[src/hdl/twmsc_map.svh]
// Purpose: register offsets, field positions, reset values and rates for the
//   two-wire master segment controller
// Assumes: byte addresses on an 8-bit register port, one register per word
// Notes: definitions only
`ifndef TWMSC_MAP_SVH
`define TWMSC_MAP_SVH

// Register byte offsets
`define TWMSC_MODE_OFS 8'h00
`define TWMSC_LIN_OFS 8'h04
`define TWMSC_EXP_OFS 8'h08
`define TWMSC_CMD_OFS 8'h0C
`define TWMSC_ACK_OFS 8'h10
`define TWMSC_DATA_OFS 8'h14
`define TWMSC_STAT_OFS 8'h18
`define TWMSC_IEN_OFS 8'h1C
`define TWMSC_IFLAG_OFS 8'h20

// Controller mode value that selects the two-wire master
`define TWMSC_MODE_TWI 2'h3

// Segment command bits
`define TWMSC_CMD_START 0
`define TWMSC_CMD_SEND 1
`define TWMSC_CMD_RECV 2
`define TWMSC_CMD_STOP 3

// Status bits
`define TWMSC_ST_NACK 0
`define TWMSC_ST_TXFIN 1
`define TWMSC_ST_RXFIN 2
`define TWMSC_ST_CMDFIN 3

// Interrupt event bits
`define TWMSC_IRQ_CMDFIN 0
`define TWMSC_IRQ_TXFIN 1
`define TWMSC_IRQ_RXFIN 2
`define TWMSC_IRQ_NACK 3
`define TWMSC_IRQ_RXOVF 4
`define TWMSC_IRQ_TXUND 5

// Reset values
`define TWMSC_MODE_RST 2'h0
`define TWMSC_LIN_RST 4'h0
`define TWMSC_EXP_RST 4'h0
`define TWMSC_CMD_RST 4'h0
`define TWMSC_IEN_RST 6'h00

// Divider reference and system clock, in MHz
`define TWMSC_REF_MHZ 12
`define TWMSC_CLK_MHZ 10
// Quarter phases per serial clock period
`define TWMSC_QUARTERS 4

`endif

[src/hdl/twmsc_pkg.sv]
// Purpose: types shared by the two-wire master segment controller
// Assumes: widths as in twmsc_map.svh
// Notes: state of the main module is one packed struct
package twmsc_pkg;

  // Segment being carried out
  typedef enum logic [2:0] {
    TWMSC_SEG_IDLE = 3'b000,
    TWMSC_SEG_START = 3'b001,
    TWMSC_SEG_SEND = 3'b010,
    TWMSC_SEG_RECV = 3'b011,
    TWMSC_SEG_STOP = 3'b100
  } twmsc_seg_t;

  // Complete state of the controller
  typedef struct packed {
    logic [1:0] mode;
    logic [3:0] lin;
    logic [3:0] expo;
    logic [3:0] cmd;
    logic ack_sel;
    logic [7:0] data;
    logic tx_valid;
    logic rx_full;
    logic [3:0] stat;
    logic [5:0] irq_en;
    logic [5:0] irq_flag;
    logic [7:0] rdata;
    twmsc_seg_t seg;
    logic [3:0] bitcnt;
    logic [1:0] qph;
    logic [7:0] shreg;
    logic sda_oe;
    logic scl_oe;
    logic sda_o;
    logic scl_o;
    logic sda_s1;
    logic sda_s2;
    logic scl_s1;
    logic scl_s2;
    logic irq;
  } twmsc_state_t;

endpackage : twmsc_pkg

[src/hdl/twmsc_ctrl.sv]
// Purpose: two-wire bus master built from software segments
// Assumes: 10 MHz clk, pins open-drain with external pull-ups
// Notes: one segment at a time; no arbitration, single master only
`timescale 1ns/1ns
`include "twmsc_map.svh"

// Functional notes
// - master runs only when mode field is 3
// - master only, no arbitration performed
// - supports 100 kbps and 400 kbps rates
// - rate is 12 MHz over (lin+1)*2^exp
// - exactly one command bit set per segment
// - receive acknowledge follows the acknowledge select bit
// - bytes exchanged through the data register
// - start/stop clear command bit, set command-finished
// - transmit shifts data, clears bit, sets finished
// - receive loads data unless a byte is unread, clears bit, sets finished
// - status keeps slave acknowledge or negative acknowledge
// - events on rising edges of finished flags
// - event on transmitted byte answered with NACK
// - receive overrun and transmit underrun events
// - interrupt needs second and top level enables
// - lines driven low only, read back always
module twmsc_ctrl
  import twmsc_pkg::*;
#(
  parameter int ACC_W = 26
)
(
  input wire logic clk,
  input wire logic sys_rst,
  input wire logic [7:0] reg_addr,
  input wire logic [7:0] reg_wdata,
  input wire logic reg_wr,
  input wire logic reg_rd,
  output logic [7:0] reg_rdata,
  input wire logic sda_i,
  output logic sda_o,
  output logic sda_oe,
  input wire logic scl_i,
  output logic scl_o,
  output logic scl_oe,
  input wire logic top_level_serial_irq_en,
  output logic irq
);

  twmsc_state_t s_q; // Registered state
  twmsc_state_t s_d; // Next state
  logic qtick; // One quarter of a bit period elapsed

  // True when exactly one of the four command bits is set
  function automatic logic one_hot4(input logic [3:0] c);
    return (c == 4'h1) || (c == 4'h2) || (c == 4'h4) || (c == 4'h8);
  endfunction : one_hot4

  // Reset image of the whole state
  function automatic twmsc_state_t rst_state();
    twmsc_state_t r;
    r = '0;
    r.mode = `TWMSC_MODE_RST;
    r.lin = `TWMSC_LIN_RST;
    r.expo = `TWMSC_EXP_RST;
    r.cmd = `TWMSC_CMD_RST;
    r.irq_en = `TWMSC_IEN_RST;
    r.seg = TWMSC_SEG_IDLE;
    return r;
  endfunction : rst_state

  // Quarter-phase timing runs only while a segment is in progress
  twmsc_qdiv #(
    .LIN_W(4),
    .EXP_W(4),
    .ACC_W(ACC_W)
  ) u_qdiv (
    .clk(clk),
    .sys_rst(sys_rst),
    .run(s_q.seg != TWMSC_SEG_IDLE),
    .lin(s_q.lin),
    .expo(s_q.expo),
    .qtick(qtick)
  );

  // Register access, segment sequencing and event capture
  always_comb
  begin
    logic tw_on;
    logic done;
    tw_on = (s_q.mode == `TWMSC_MODE_TWI);
    done = 1'b0;
    s_d = s_q;

    // Pin synchronisers; first stage feeds only the second
    s_d.sda_s1 = sda_i;
    s_d.sda_s2 = s_q.sda_s1;
    s_d.scl_s1 = scl_i;
    s_d.scl_s2 = s_q.scl_s1;

    // Open-drain: the driven level is always low; no arbitration sensing
    s_d.sda_o = 1'b0;
    s_d.scl_o = 1'b0;

    // Read data stand one cycle after the strobe, zero otherwise
    s_d.rdata = 8'h00;
    if (reg_rd)
    begin
      case (reg_addr)
        `TWMSC_MODE_OFS: s_d.rdata = {6'h00, s_q.mode};
        `TWMSC_LIN_OFS: s_d.rdata = {4'h0, s_q.lin};
        `TWMSC_EXP_OFS: s_d.rdata = {4'h0, s_q.expo};
        `TWMSC_CMD_OFS: s_d.rdata = {4'h0, s_q.cmd};
        `TWMSC_ACK_OFS: s_d.rdata = {7'h00, s_q.ack_sel};
        `TWMSC_DATA_OFS:
        begin
          // Reading the received byte frees the data register
          s_d.rdata = s_q.data;
          s_d.rx_full = 1'b0;
        end
        `TWMSC_STAT_OFS: s_d.rdata = {4'h0, s_q.stat};
        `TWMSC_IEN_OFS: s_d.rdata = {2'h0, s_q.irq_en};
        `TWMSC_IFLAG_OFS: s_d.rdata = {2'h0, s_q.irq_flag};
        default: s_d.rdata = 8'h00; // Unmapped reads return zero
      endcase
    end

    // Software writes; clears come first so hardware sets win below
    if (reg_wr)
    begin
      case (reg_addr)
        `TWMSC_MODE_OFS: s_d.mode = reg_wdata[1:0];
        `TWMSC_LIN_OFS: s_d.lin = reg_wdata[3:0];
        `TWMSC_EXP_OFS: s_d.expo = reg_wdata[3:0];
        `TWMSC_CMD_OFS:
        begin
          // Commands are taken only between segments
          if (s_q.seg == TWMSC_SEG_IDLE)
            s_d.cmd = reg_wdata[3:0];
        end
        `TWMSC_ACK_OFS: s_d.ack_sel = reg_wdata[0];
        `TWMSC_DATA_OFS:
        begin
          // Byte for the next transmit segment
          s_d.data = reg_wdata;
          s_d.tx_valid = 1'b1;
        end
        `TWMSC_STAT_OFS: s_d.stat = s_q.stat & ~reg_wdata[3:0];
        `TWMSC_IEN_OFS: s_d.irq_en = reg_wdata[5:0];
        `TWMSC_IFLAG_OFS: s_d.irq_flag = s_q.irq_flag & ~reg_wdata[5:0];
        default: ; // Unmapped writes are ignored
      endcase
    end

    // Segment engine
    if (!tw_on)
    begin
      // Other modes leave the bus alone and abandon any segment
      s_d.seg = TWMSC_SEG_IDLE;
      s_d.sda_oe = 1'b0;
      s_d.scl_oe = 1'b0;
    end
    else if (s_q.seg == TWMSC_SEG_IDLE)
    begin
      // Illegal combinations simply never start
      if (one_hot4(s_q.cmd))
      begin
        s_d.bitcnt = 4'h0;
        s_d.qph = 2'h0;
        s_d.shreg = s_q.data;
        if (s_q.cmd[`TWMSC_CMD_START])
          s_d.seg = TWMSC_SEG_START;
        else if (s_q.cmd[`TWMSC_CMD_SEND])
        begin
          s_d.seg = TWMSC_SEG_SEND;
          s_d.tx_valid = 1'b0;
          // Sending with no data write since the last send; hardware only sets
          if (!s_q.tx_valid)
            s_d.irq_flag[`TWMSC_IRQ_TXUND] = 1'b1;
        end
        else if (s_q.cmd[`TWMSC_CMD_RECV])
          s_d.seg = TWMSC_SEG_RECV;
        else
          s_d.seg = TWMSC_SEG_STOP;
      end
    end
    else if (qtick)
    begin
      case (s_q.qph)
        2'h0:
        begin
          // Pull the clock low before touching data
          s_d.scl_oe = 1'b1;
          s_d.qph = 2'h1;
        end
        2'h1:
        begin
          // Set up data while the clock is low
          case (s_q.seg)
            TWMSC_SEG_START: s_d.sda_oe = 1'b0;
            TWMSC_SEG_STOP: s_d.sda_oe = 1'b1;
            TWMSC_SEG_SEND:
              s_d.sda_oe = (s_q.bitcnt < 4'h8) ? !s_q.shreg[7] : 1'b0;
            TWMSC_SEG_RECV:
              s_d.sda_oe = (s_q.bitcnt < 4'h8) ? 1'b0 : s_q.ack_sel;
            default: s_d.sda_oe = 1'b0;
          endcase
          s_d.qph = 2'h2;
        end
        2'h2:
        begin
          // Release the clock; pull-ups raise it
          s_d.scl_oe = 1'b0;
          s_d.qph = 2'h3;
        end
        default:
        begin
          // A slave holding the clock low stretches this quarter
          if (s_q.scl_s2)
          begin
            s_d.qph = 2'h0;
            case (s_q.seg)
              TWMSC_SEG_START:
              begin
                // Data falls while the clock is high
                s_d.sda_oe = 1'b1;
                s_d.cmd[`TWMSC_CMD_START] = 1'b0;
                s_d.stat[`TWMSC_ST_CMDFIN] = 1'b1;
                done = 1'b1;
              end
              TWMSC_SEG_STOP:
              begin
                // Data rises while the clock is high
                s_d.sda_oe = 1'b0;
                s_d.cmd[`TWMSC_CMD_STOP] = 1'b0;
                s_d.stat[`TWMSC_ST_CMDFIN] = 1'b1;
                done = 1'b1;
              end
              TWMSC_SEG_SEND:
              begin
                if (s_q.bitcnt < 4'h8)
                begin
                  s_d.shreg = {s_q.shreg[6:0], 1'b0};
                  s_d.bitcnt = s_q.bitcnt + 4'h1;
                end
                else
                begin
                  // Ninth clock: high data means no acknowledge
                  s_d.stat[`TWMSC_ST_NACK] = s_q.sda_s2;
                  if (s_q.sda_s2)
                    s_d.irq_flag[`TWMSC_IRQ_NACK] = 1'b1;
                  s_d.cmd[`TWMSC_CMD_SEND] = 1'b0;
                  s_d.stat[`TWMSC_ST_TXFIN] = 1'b1;
                  done = 1'b1;
                end
              end
              TWMSC_SEG_RECV:
              begin
                if (s_q.bitcnt < 4'h8)
                begin
                  s_d.shreg = {s_q.shreg[6:0], s_q.sda_s2};
                  s_d.bitcnt = s_q.bitcnt + 4'h1;
                end
                else
                begin
                  // An unread byte is kept; the new one is lost
                  if (s_d.rx_full)
                    s_d.irq_flag[`TWMSC_IRQ_RXOVF] = 1'b1;
                  else
                  begin
                    s_d.data = s_q.shreg;
                    s_d.rx_full = 1'b1;
                  end
                  s_d.cmd[`TWMSC_CMD_RECV] = 1'b0;
                  s_d.stat[`TWMSC_ST_RXFIN] = 1'b1;
                  done = 1'b1;
                end
              end
              default: done = 1'b1;
            endcase
          end
        end
      endcase
    end
    if (done)
      s_d.seg = TWMSC_SEG_IDLE;

    // Finished flags raise events only on their rising edge
    if (s_d.stat[`TWMSC_ST_CMDFIN] && !s_q.stat[`TWMSC_ST_CMDFIN])
      s_d.irq_flag[`TWMSC_IRQ_CMDFIN] = 1'b1;
    if (s_d.stat[`TWMSC_ST_TXFIN] && !s_q.stat[`TWMSC_ST_TXFIN])
      s_d.irq_flag[`TWMSC_IRQ_TXFIN] = 1'b1;
    if (s_d.stat[`TWMSC_ST_RXFIN] && !s_q.stat[`TWMSC_ST_RXFIN])
      s_d.irq_flag[`TWMSC_IRQ_RXFIN] = 1'b1;

    // Both enable levels must agree before the processor is told
    s_d.irq = top_level_serial_irq_en && |(s_d.irq_flag & s_q.irq_en);
  end

  // State register; asynchronous reset to constants only
  always_ff @(posedge clk or posedge sys_rst)
  begin
    if (sys_rst)
      s_q <= rst_state();
    else
      s_q <= s_d;
  end

  // Every output straight from the state register
  assign reg_rdata = s_q.rdata;
  assign sda_o = s_q.sda_o;
  assign sda_oe = s_q.sda_oe;
  assign scl_o = s_q.scl_o;
  assign scl_oe = s_q.scl_oe;
  assign irq = s_q.irq;

endmodule : twmsc_ctrl

[src/hdl/twmsc_qdiv.sv]
// Purpose: quarter-phase tick generator for the serial clock
// Assumes: clk at TWMSC_CLK_MHZ, rate defined against TWMSC_REF_MHZ
// Notes: fractional accumulator, so the average rate is exact
`timescale 1ns/1ns
`include "twmsc_map.svh"
module twmsc_qdiv
#(
  parameter int LIN_W = 4,
  parameter int EXP_W = 4,
  parameter int ACC_W = 26
)
(
  input wire logic clk,
  input wire logic sys_rst,
  input wire logic run,
  input wire logic [LIN_W-1:0] lin,
  input wire logic [EXP_W-1:0] expo,
  output logic qtick
);

  // Largest divisor times the clock rate must fit the accumulator
  if (ACC_W < LIN_W + (1 << EXP_W) + 5)
  begin : g_chk
    $error("twmsc_qdiv: ACC_W too small for LIN_W and EXP_W");
  end

  // Whole state of the divider
  typedef struct packed {
    logic [ACC_W-1:0] acc;
    logic tick;
  } twmsc_div_t;

  twmsc_div_t s_q; // Registered state
  twmsc_div_t s_d; // Next state

  // Reference cycles per serial clock period scaled by the clock rate
  function automatic logic [ACC_W-1:0] qlimit(input logic [LIN_W-1:0] l,
                                              input logic [EXP_W-1:0] e);
    logic [ACC_W-1:0] n;
    n = ACC_W'({1'b0, l} + (LIN_W+1)'(1)) << e;
    return ACC_W'(`TWMSC_CLK_MHZ) * n;
  endfunction : qlimit

  // Each clock adds quarters times reference ticks; wrap gives one quarter
  always_comb
  begin
    logic [ACC_W-1:0] nxt;
    nxt = s_q.acc + ACC_W'(`TWMSC_QUARTERS * `TWMSC_REF_MHZ);
    s_d = s_q;
    s_d.tick = 1'b0;
    if (!run)
    begin
      // Restart from zero so each segment starts with a full quarter
      s_d.acc = '0;
    end
    else if (nxt >= qlimit(lin, expo))
    begin
      s_d.acc = nxt - qlimit(lin, expo);
      s_d.tick = 1'b1;
    end
    else
    begin
      s_d.acc = nxt;
    end
  end

  // State register
  always_ff @(posedge clk or posedge sys_rst)
  begin
    if (sys_rst)
      s_q <= '0;
    else
      s_q <= s_d;
  end

  assign qtick = s_q.tick;

endmodule : twmsc_qdiv

[config.mk]
export PLATFORM = sky130hd
export DESIGN_NAME = twmsc_ctrl
export DESIGN_NICKNAME = d
export VERILOG_FILES = /design/src/hdl/twmsc_pkg.sv /design/src/hdl/twmsc_ctrl.sv /design/src/hdl/twmsc_qdiv.sv
export VERILOG_INCLUDE_DIRS = /design/src /design/src/hdl
export SDC_FILE = /design/constraint.sdc
export NUM_CORES = 1
export LEC_CHECK = 0
export BUFFER_PORTS_ARGS = -buffer_cell sky130_fd_sc_hd__buf_2
export CAP_MARGIN = 20
export CORE_AREA = 2 2 168 170
export CTS_CLUSTER_DIAMETER = 60
export DETAILED_ROUTE_END_ITERATION = 16
export DIE_AREA = 0 0 170 172
export GPL_ROUTABILITY_DRIVEN = 0
export PLACE_DENSITY = 0.47
export SYNTH_ARGS = -nofsm -noshare
export SYNTH_HDL_FRONTEND = slang
export SYNTH_SLANG_ARGS = --single-unit
[constraint.sdc]
create_clock -name clk -period 16.5 [get_ports clk]
set_input_delay 1.65 -clock clk [delete_from_list [all_inputs] [get_ports clk]]
set_output_delay 1.65 -clock clk [all_outputs]
set_load 0.005 [all_outputs]
==> results.txt <==
* Hold violation count in the final report: 0
- In the routed design, unresolved DRC markers number 0.
- Number of enable flip-flop cells after synthesis: 0
- Unrepaired setup endpoints after global routing: no
* Total placed instance area: 8250 µm²
- Depth of the worst register-to-register path: 24
* Total non-filler cell area in the finished layout: 8584 µm²
- Number of core rows: 61
* Netlist area before placement: around 8000 µm²
- Entering global routing, the biggest net connects a little under 70 pins.
* Number of hold buffers added after CTS: 0
* Setup slack, reg-to-reg: 9.94 ns
- In this run the vertical extent of the chip is about 170 µm.
- In the final timing run, aggregate negative setup slack is 0 ns.
* Setup clock skew after layout: 0.01557 ns
* Final Slew Violations: 0
- The number of gates resized after CTS was 0.
- The floorplan step defined a die boundary enclosing 29240 µm².
- From synthesis to final layout, the design area changed by 9.618%.
- Number of instances on the worst hold path: 0
* Maximum capacitance violations: 0
- Crit-path slowest cell: sky130_fd_sc_hd__nor4_2
* CP Max Fanout: 9
- In this run the remaining antenna-violating nets after routing total 0.
- Grouping stages by cell kind, the critical path spends the most delay in compound AO/OA/AOI/OAI gates.
- Worst vdd ir: roughly 0.052 mV
- Number of clock sinks: 99
* Measured slew at the worst slew-check pin: 0.9806 ns
- TritonCTS built the clock tree.
- Post-Place Cells: 1242
* PortBufs: 33
* Max Clock Freq: 0.1525 GHz
* Nature of the critical path endpoint: register
* Share of async-settable or async-resettable flops after synthesis: 1.000
* Cell occurring most often along the worst timing path: sky130_fd_sc_hd__ha_1
* Maximum level of the CTS H-tree: 3
- Endpoints failing setup: 0
* Slew Limit Headroom: 0.3413
* Sum of buffers and inverters on the critical path: 1
- Buffers inserted during post-CTS setup optimization: 0
- Data on the critical path arrives at its endpoint at 6.84 ns.
* CP startpoint kind: register
- Using the TritonRoute via totals, the vias-per-cell ratio works out to around 5.2.
* Antenna fix cells: 0
- Num CTS Buffers: 9
* Final worst-path setup slack: 9.944 ns
- The critical path in this run is classified as reg2reg.
- Critical Path, Cell by Cell: ha_1, xnor2_1, mux2i_1, a22oi_1, nor2_1, a21oi_1, o21ai_0, o311a_1, ha_1, o21ai_0, o21bai_1, a31o_2, a211oi_1, o31ai_1, xnor2_1, ha_1, and3_1, a31oi_1, a21boi_0, o31a_1, nor4_2, buf_4, a211o_1, nor3b_2
* First-pass GRT wire length: 34.26 mm
- The clock reaches the later pin of the worst-skew pair after ~0.37 ns.
- DRC violation total after the first TritonRoute iteration: 437
- At the end of the flow, the number of nets in the layout was roughly 1000.
- Via count of the routed design: 6553
* Fraction of layout instances using a drive strength above 1: 0.1172
- Boundary pin count: 36
- Once detailed placement completed, the half-perimeter wirelength came to 15.52 mm.
- Clock-pin slew was measured on the worst setup and hold paths at approximately 0.080 ns.
* End point of the most critical hold path: s_q[1]
- In this run the static leakage power is 3.982 nW.
- Synthesis instantiated 80 different standard cells from the library.
* Gr ovfl total: 0
- The startpoint identified for the worst hold timing path is s_d[1].
- The worst path in the final design needs a cycle of around 6.6 ns, including I/O delays and setup.
* Standard cell core area: 27480 µm²
* Clock root cell: sky130_fd_sc_hd__clkbuf_16
* Crit Reg-Reg Startpoint: s_q[69]
- In the final routed layout, each cell accounts on average for 16.37 µm.
* Worst Hold Class: reg2reg
- The worst register-to-register path ends at u_qdiv.s_q[17].
- The initial utilization of the core area, before any placement, comes to 0.2850.
* Clock tree buffer depth: 2
- Counting every instance in the synthesized netlist gives approximately 900.
- The initial antenna violation count is 0.
* Number of iterations in the first detailed-routing pass: 5
* Result of the run: finished clean
- For this run, the total global-route usage over all layers was measured as 0.1466.
- Post-synth top flop: sky130_fd_sc_hd__dfrtp_1
- Dividing the final minimum period by the clock period gives 0.3974.
- Of the synthesized area, sequential elements account for 0.3163.
* Per-instance average area after synthesis: 8.721 µm²
- For this block, the routed nets add up to 20.61 mm of wire.
- Data on the critical path is required at its endpoint by 16.78 ns.
* Number of global-route vias before repair: 6491
- Number of storage elements in the synthesis netlist: 99
* CP peak stage delay: 0.72 ns
* Die Span X: 170 µm
* Post-Layout Cell Count: 1259
* Setup WS pre-CTS: 9.786 ns
* Total power divided by cell area: 76.11 nW/µm²
- Yosys printed 0 warnings.
worst register-to-register path, cell delays in order (launching register included):
cell,delay (ns)
sky130_fd_sc_hd__dfrtp_1,0.46
sky130_fd_sc_hd__ha_1,0.25
sky130_fd_sc_hd__xnor2_1,0.23
sky130_fd_sc_hd__mux2i_1,0.12
sky130_fd_sc_hd__a22oi_1,0.46
sky130_fd_sc_hd__nor2_1,0.07
sky130_fd_sc_hd__a21oi_1,0.22
sky130_fd_sc_hd__o21ai_0,0.13
sky130_fd_sc_hd__o311a_1,0.17
sky130_fd_sc_hd__ha_1,0.38
sky130_fd_sc_hd__o21ai_0,0.19
sky130_fd_sc_hd__o21bai_1,0.11
sky130_fd_sc_hd__a31o_2,0.28
sky130_fd_sc_hd__a211oi_1,0.39
sky130_fd_sc_hd__o31ai_1,0.22
sky130_fd_sc_hd__xnor2_1,0.19
sky130_fd_sc_hd__ha_1,0.40
sky130_fd_sc_hd__and3_1,0.28
sky130_fd_sc_hd__a31oi_1,0.23
sky130_fd_sc_hd__a21boi_0,0.11
sky130_fd_sc_hd__o31a_1,0.31
sky130_fd_sc_hd__nor4_2,0.72
sky130_fd_sc_hd__buf_4,0.31
sky130_fd_sc_hd__a211o_1,0.11
sky130_fd_sc_hd__nor3b_2,0.14
layout by cell type (no fill, tap or decap), types with 31 or more instances in the layout:
cell,n
sky130_fd_sc_hd__a21oi_1,68
sky130_fd_sc_hd__buf_2,33
sky130_fd_sc_hd__dfrtp_1,99
sky130_fd_sc_hd__ha_1,63
sky130_fd_sc_hd__inv_1,34
sky130_fd_sc_hd__mux2i_1,31
sky130_fd_sc_hd__nand2_1,110
sky130_fd_sc_hd__nand3_1,34
sky130_fd_sc_hd__nor2_1,71
sky130_fd_sc_hd__o21ai_0,40
sky130_fd_sc_hd__xnor2_1,34
registers in the layout (all words and copies together) (netlist names):
signal        flops
irq               1
sda_oe            1
u_qdiv.s_q       25
reg_rdata         8
scl_oe            1
u_qdiv.qtick      1
s_q              60
s_d               2
layout make-up:
type                    instances  area (µm²)
fillers                      2929       18890
multi-input cells             725        5011
flip-flops and latches         99        2477
well taps                     346       432.9
clock buffers                   9       225.2
repair buffers                 38       222.7
inverters                      35       133.9
clock inverters                 7       81.33
metrics by stage:
stage          hold slack [ns]    util  power [W]
2_1_floorplan           0.3312       -  0.0003910
3_3_place_gp            0.3332  0.3003  0.0004251
3_5_place_dp            0.3381  0.3003  0.0004248
4_1_cts                 0.3585  0.3114  0.0006549
5_1_grt                 0.3610  0.3124  0.0006898
6_report                0.3548  0.3124  0.0006534
cells by family (layout without fill, tap and decap cells):
family,count (synthesis),after routing,synth area share
buffers and inverters,75,89,0.04585
other,1,2,0.0004789
and+or+nand+nor,324,324,0.2034
muxes,53,53,0.07270
adders and majority gates,65,65,0.1058
AOI/OAI and AO/OA,229,229,0.1973
xor gates and xnor gates,52,52,0.05816
DFF,99,99,0.3163
Yosys cell counts (all sizes together), types with 3 or more instances:
cell type	n	area share
a22o	3	0.0034
a31o	7	0.0089
or4	4	0.0038
or3	10	0.0080
nand2b	6	0.0048
a21o	16	0.015
mux2i	31	0.040
a211oi	15	0.018
nor2	72	0.035
dfrtp	99	0.32
xor2	18	0.020
a211o	3	0.0034
o21a	6	0.0058
ha	63	0.10
nand4	10	0.0088
clkbuf	20	0.0096
xnor2	34	0.038
a2111oi	6	0.0086
nand3b	3	0.0029
o31ai	6	0.0064
o211ai	6	0.0058
nor2b	5	0.0040
nand2	110	0.053
o22ai	6	0.0048
buf	20	0.019
a31oi	10	0.0080
a21oi	68	0.043
and3	14	0.011
nor3	20	0.015
nand3	35	0.023
nor3b	5	0.0054
nor4	10	0.0080
o21ai	43	0.027
and2	9	0.0072
o21bai	3	0.0029
a22oi	6	0.0058
and4	7	0.0088
mux2	21	0.030
inv	35	0.017
where the power goes:
| group | switching, W | leakage, nW | internal (W) |
|---|---|---|---|
| clock network | 0.000116 | 0.150 | 0.000110 |
| registers | 0.00000676 | 1.34 | 0.000247 |
| logic | 0.000102 | 2.49 | 0.0000711 |
| total | 0.000225 | 3.98 | 0.000428 |
metal layers:
layer  up-vias  GRT usage  routed length, µm
met5         -          0                  0
met4         0    0.03493                215
met3        13    0.01762                463
met2        85     0.2518              10010
met1      3161     0.1970               9923
li1       3294          -                  -
how the worst max path moves through the flow:
stage | from | to | slack (ns) | cells past startpoint
floorplan | s_q[69] | u_qdiv.s_q[10] | 11.02 | 23
global placement | s_q[69] | u_qdiv.s_q[24] | 9.89 | 23
detailed placement | s_q[69] | u_qdiv.s_q[21] | 9.79 | 23
CTS | s_q[69] | u_qdiv.s_q[21] | 9.73 | 23
global route | s_q[69] | u_qdiv.s_q[17] | 9.32 | 24
finish | s_q[69] | u_qdiv.s_q[17] | 9.94 | 24
Note: power is estimated with default switching activity, not from simulation.
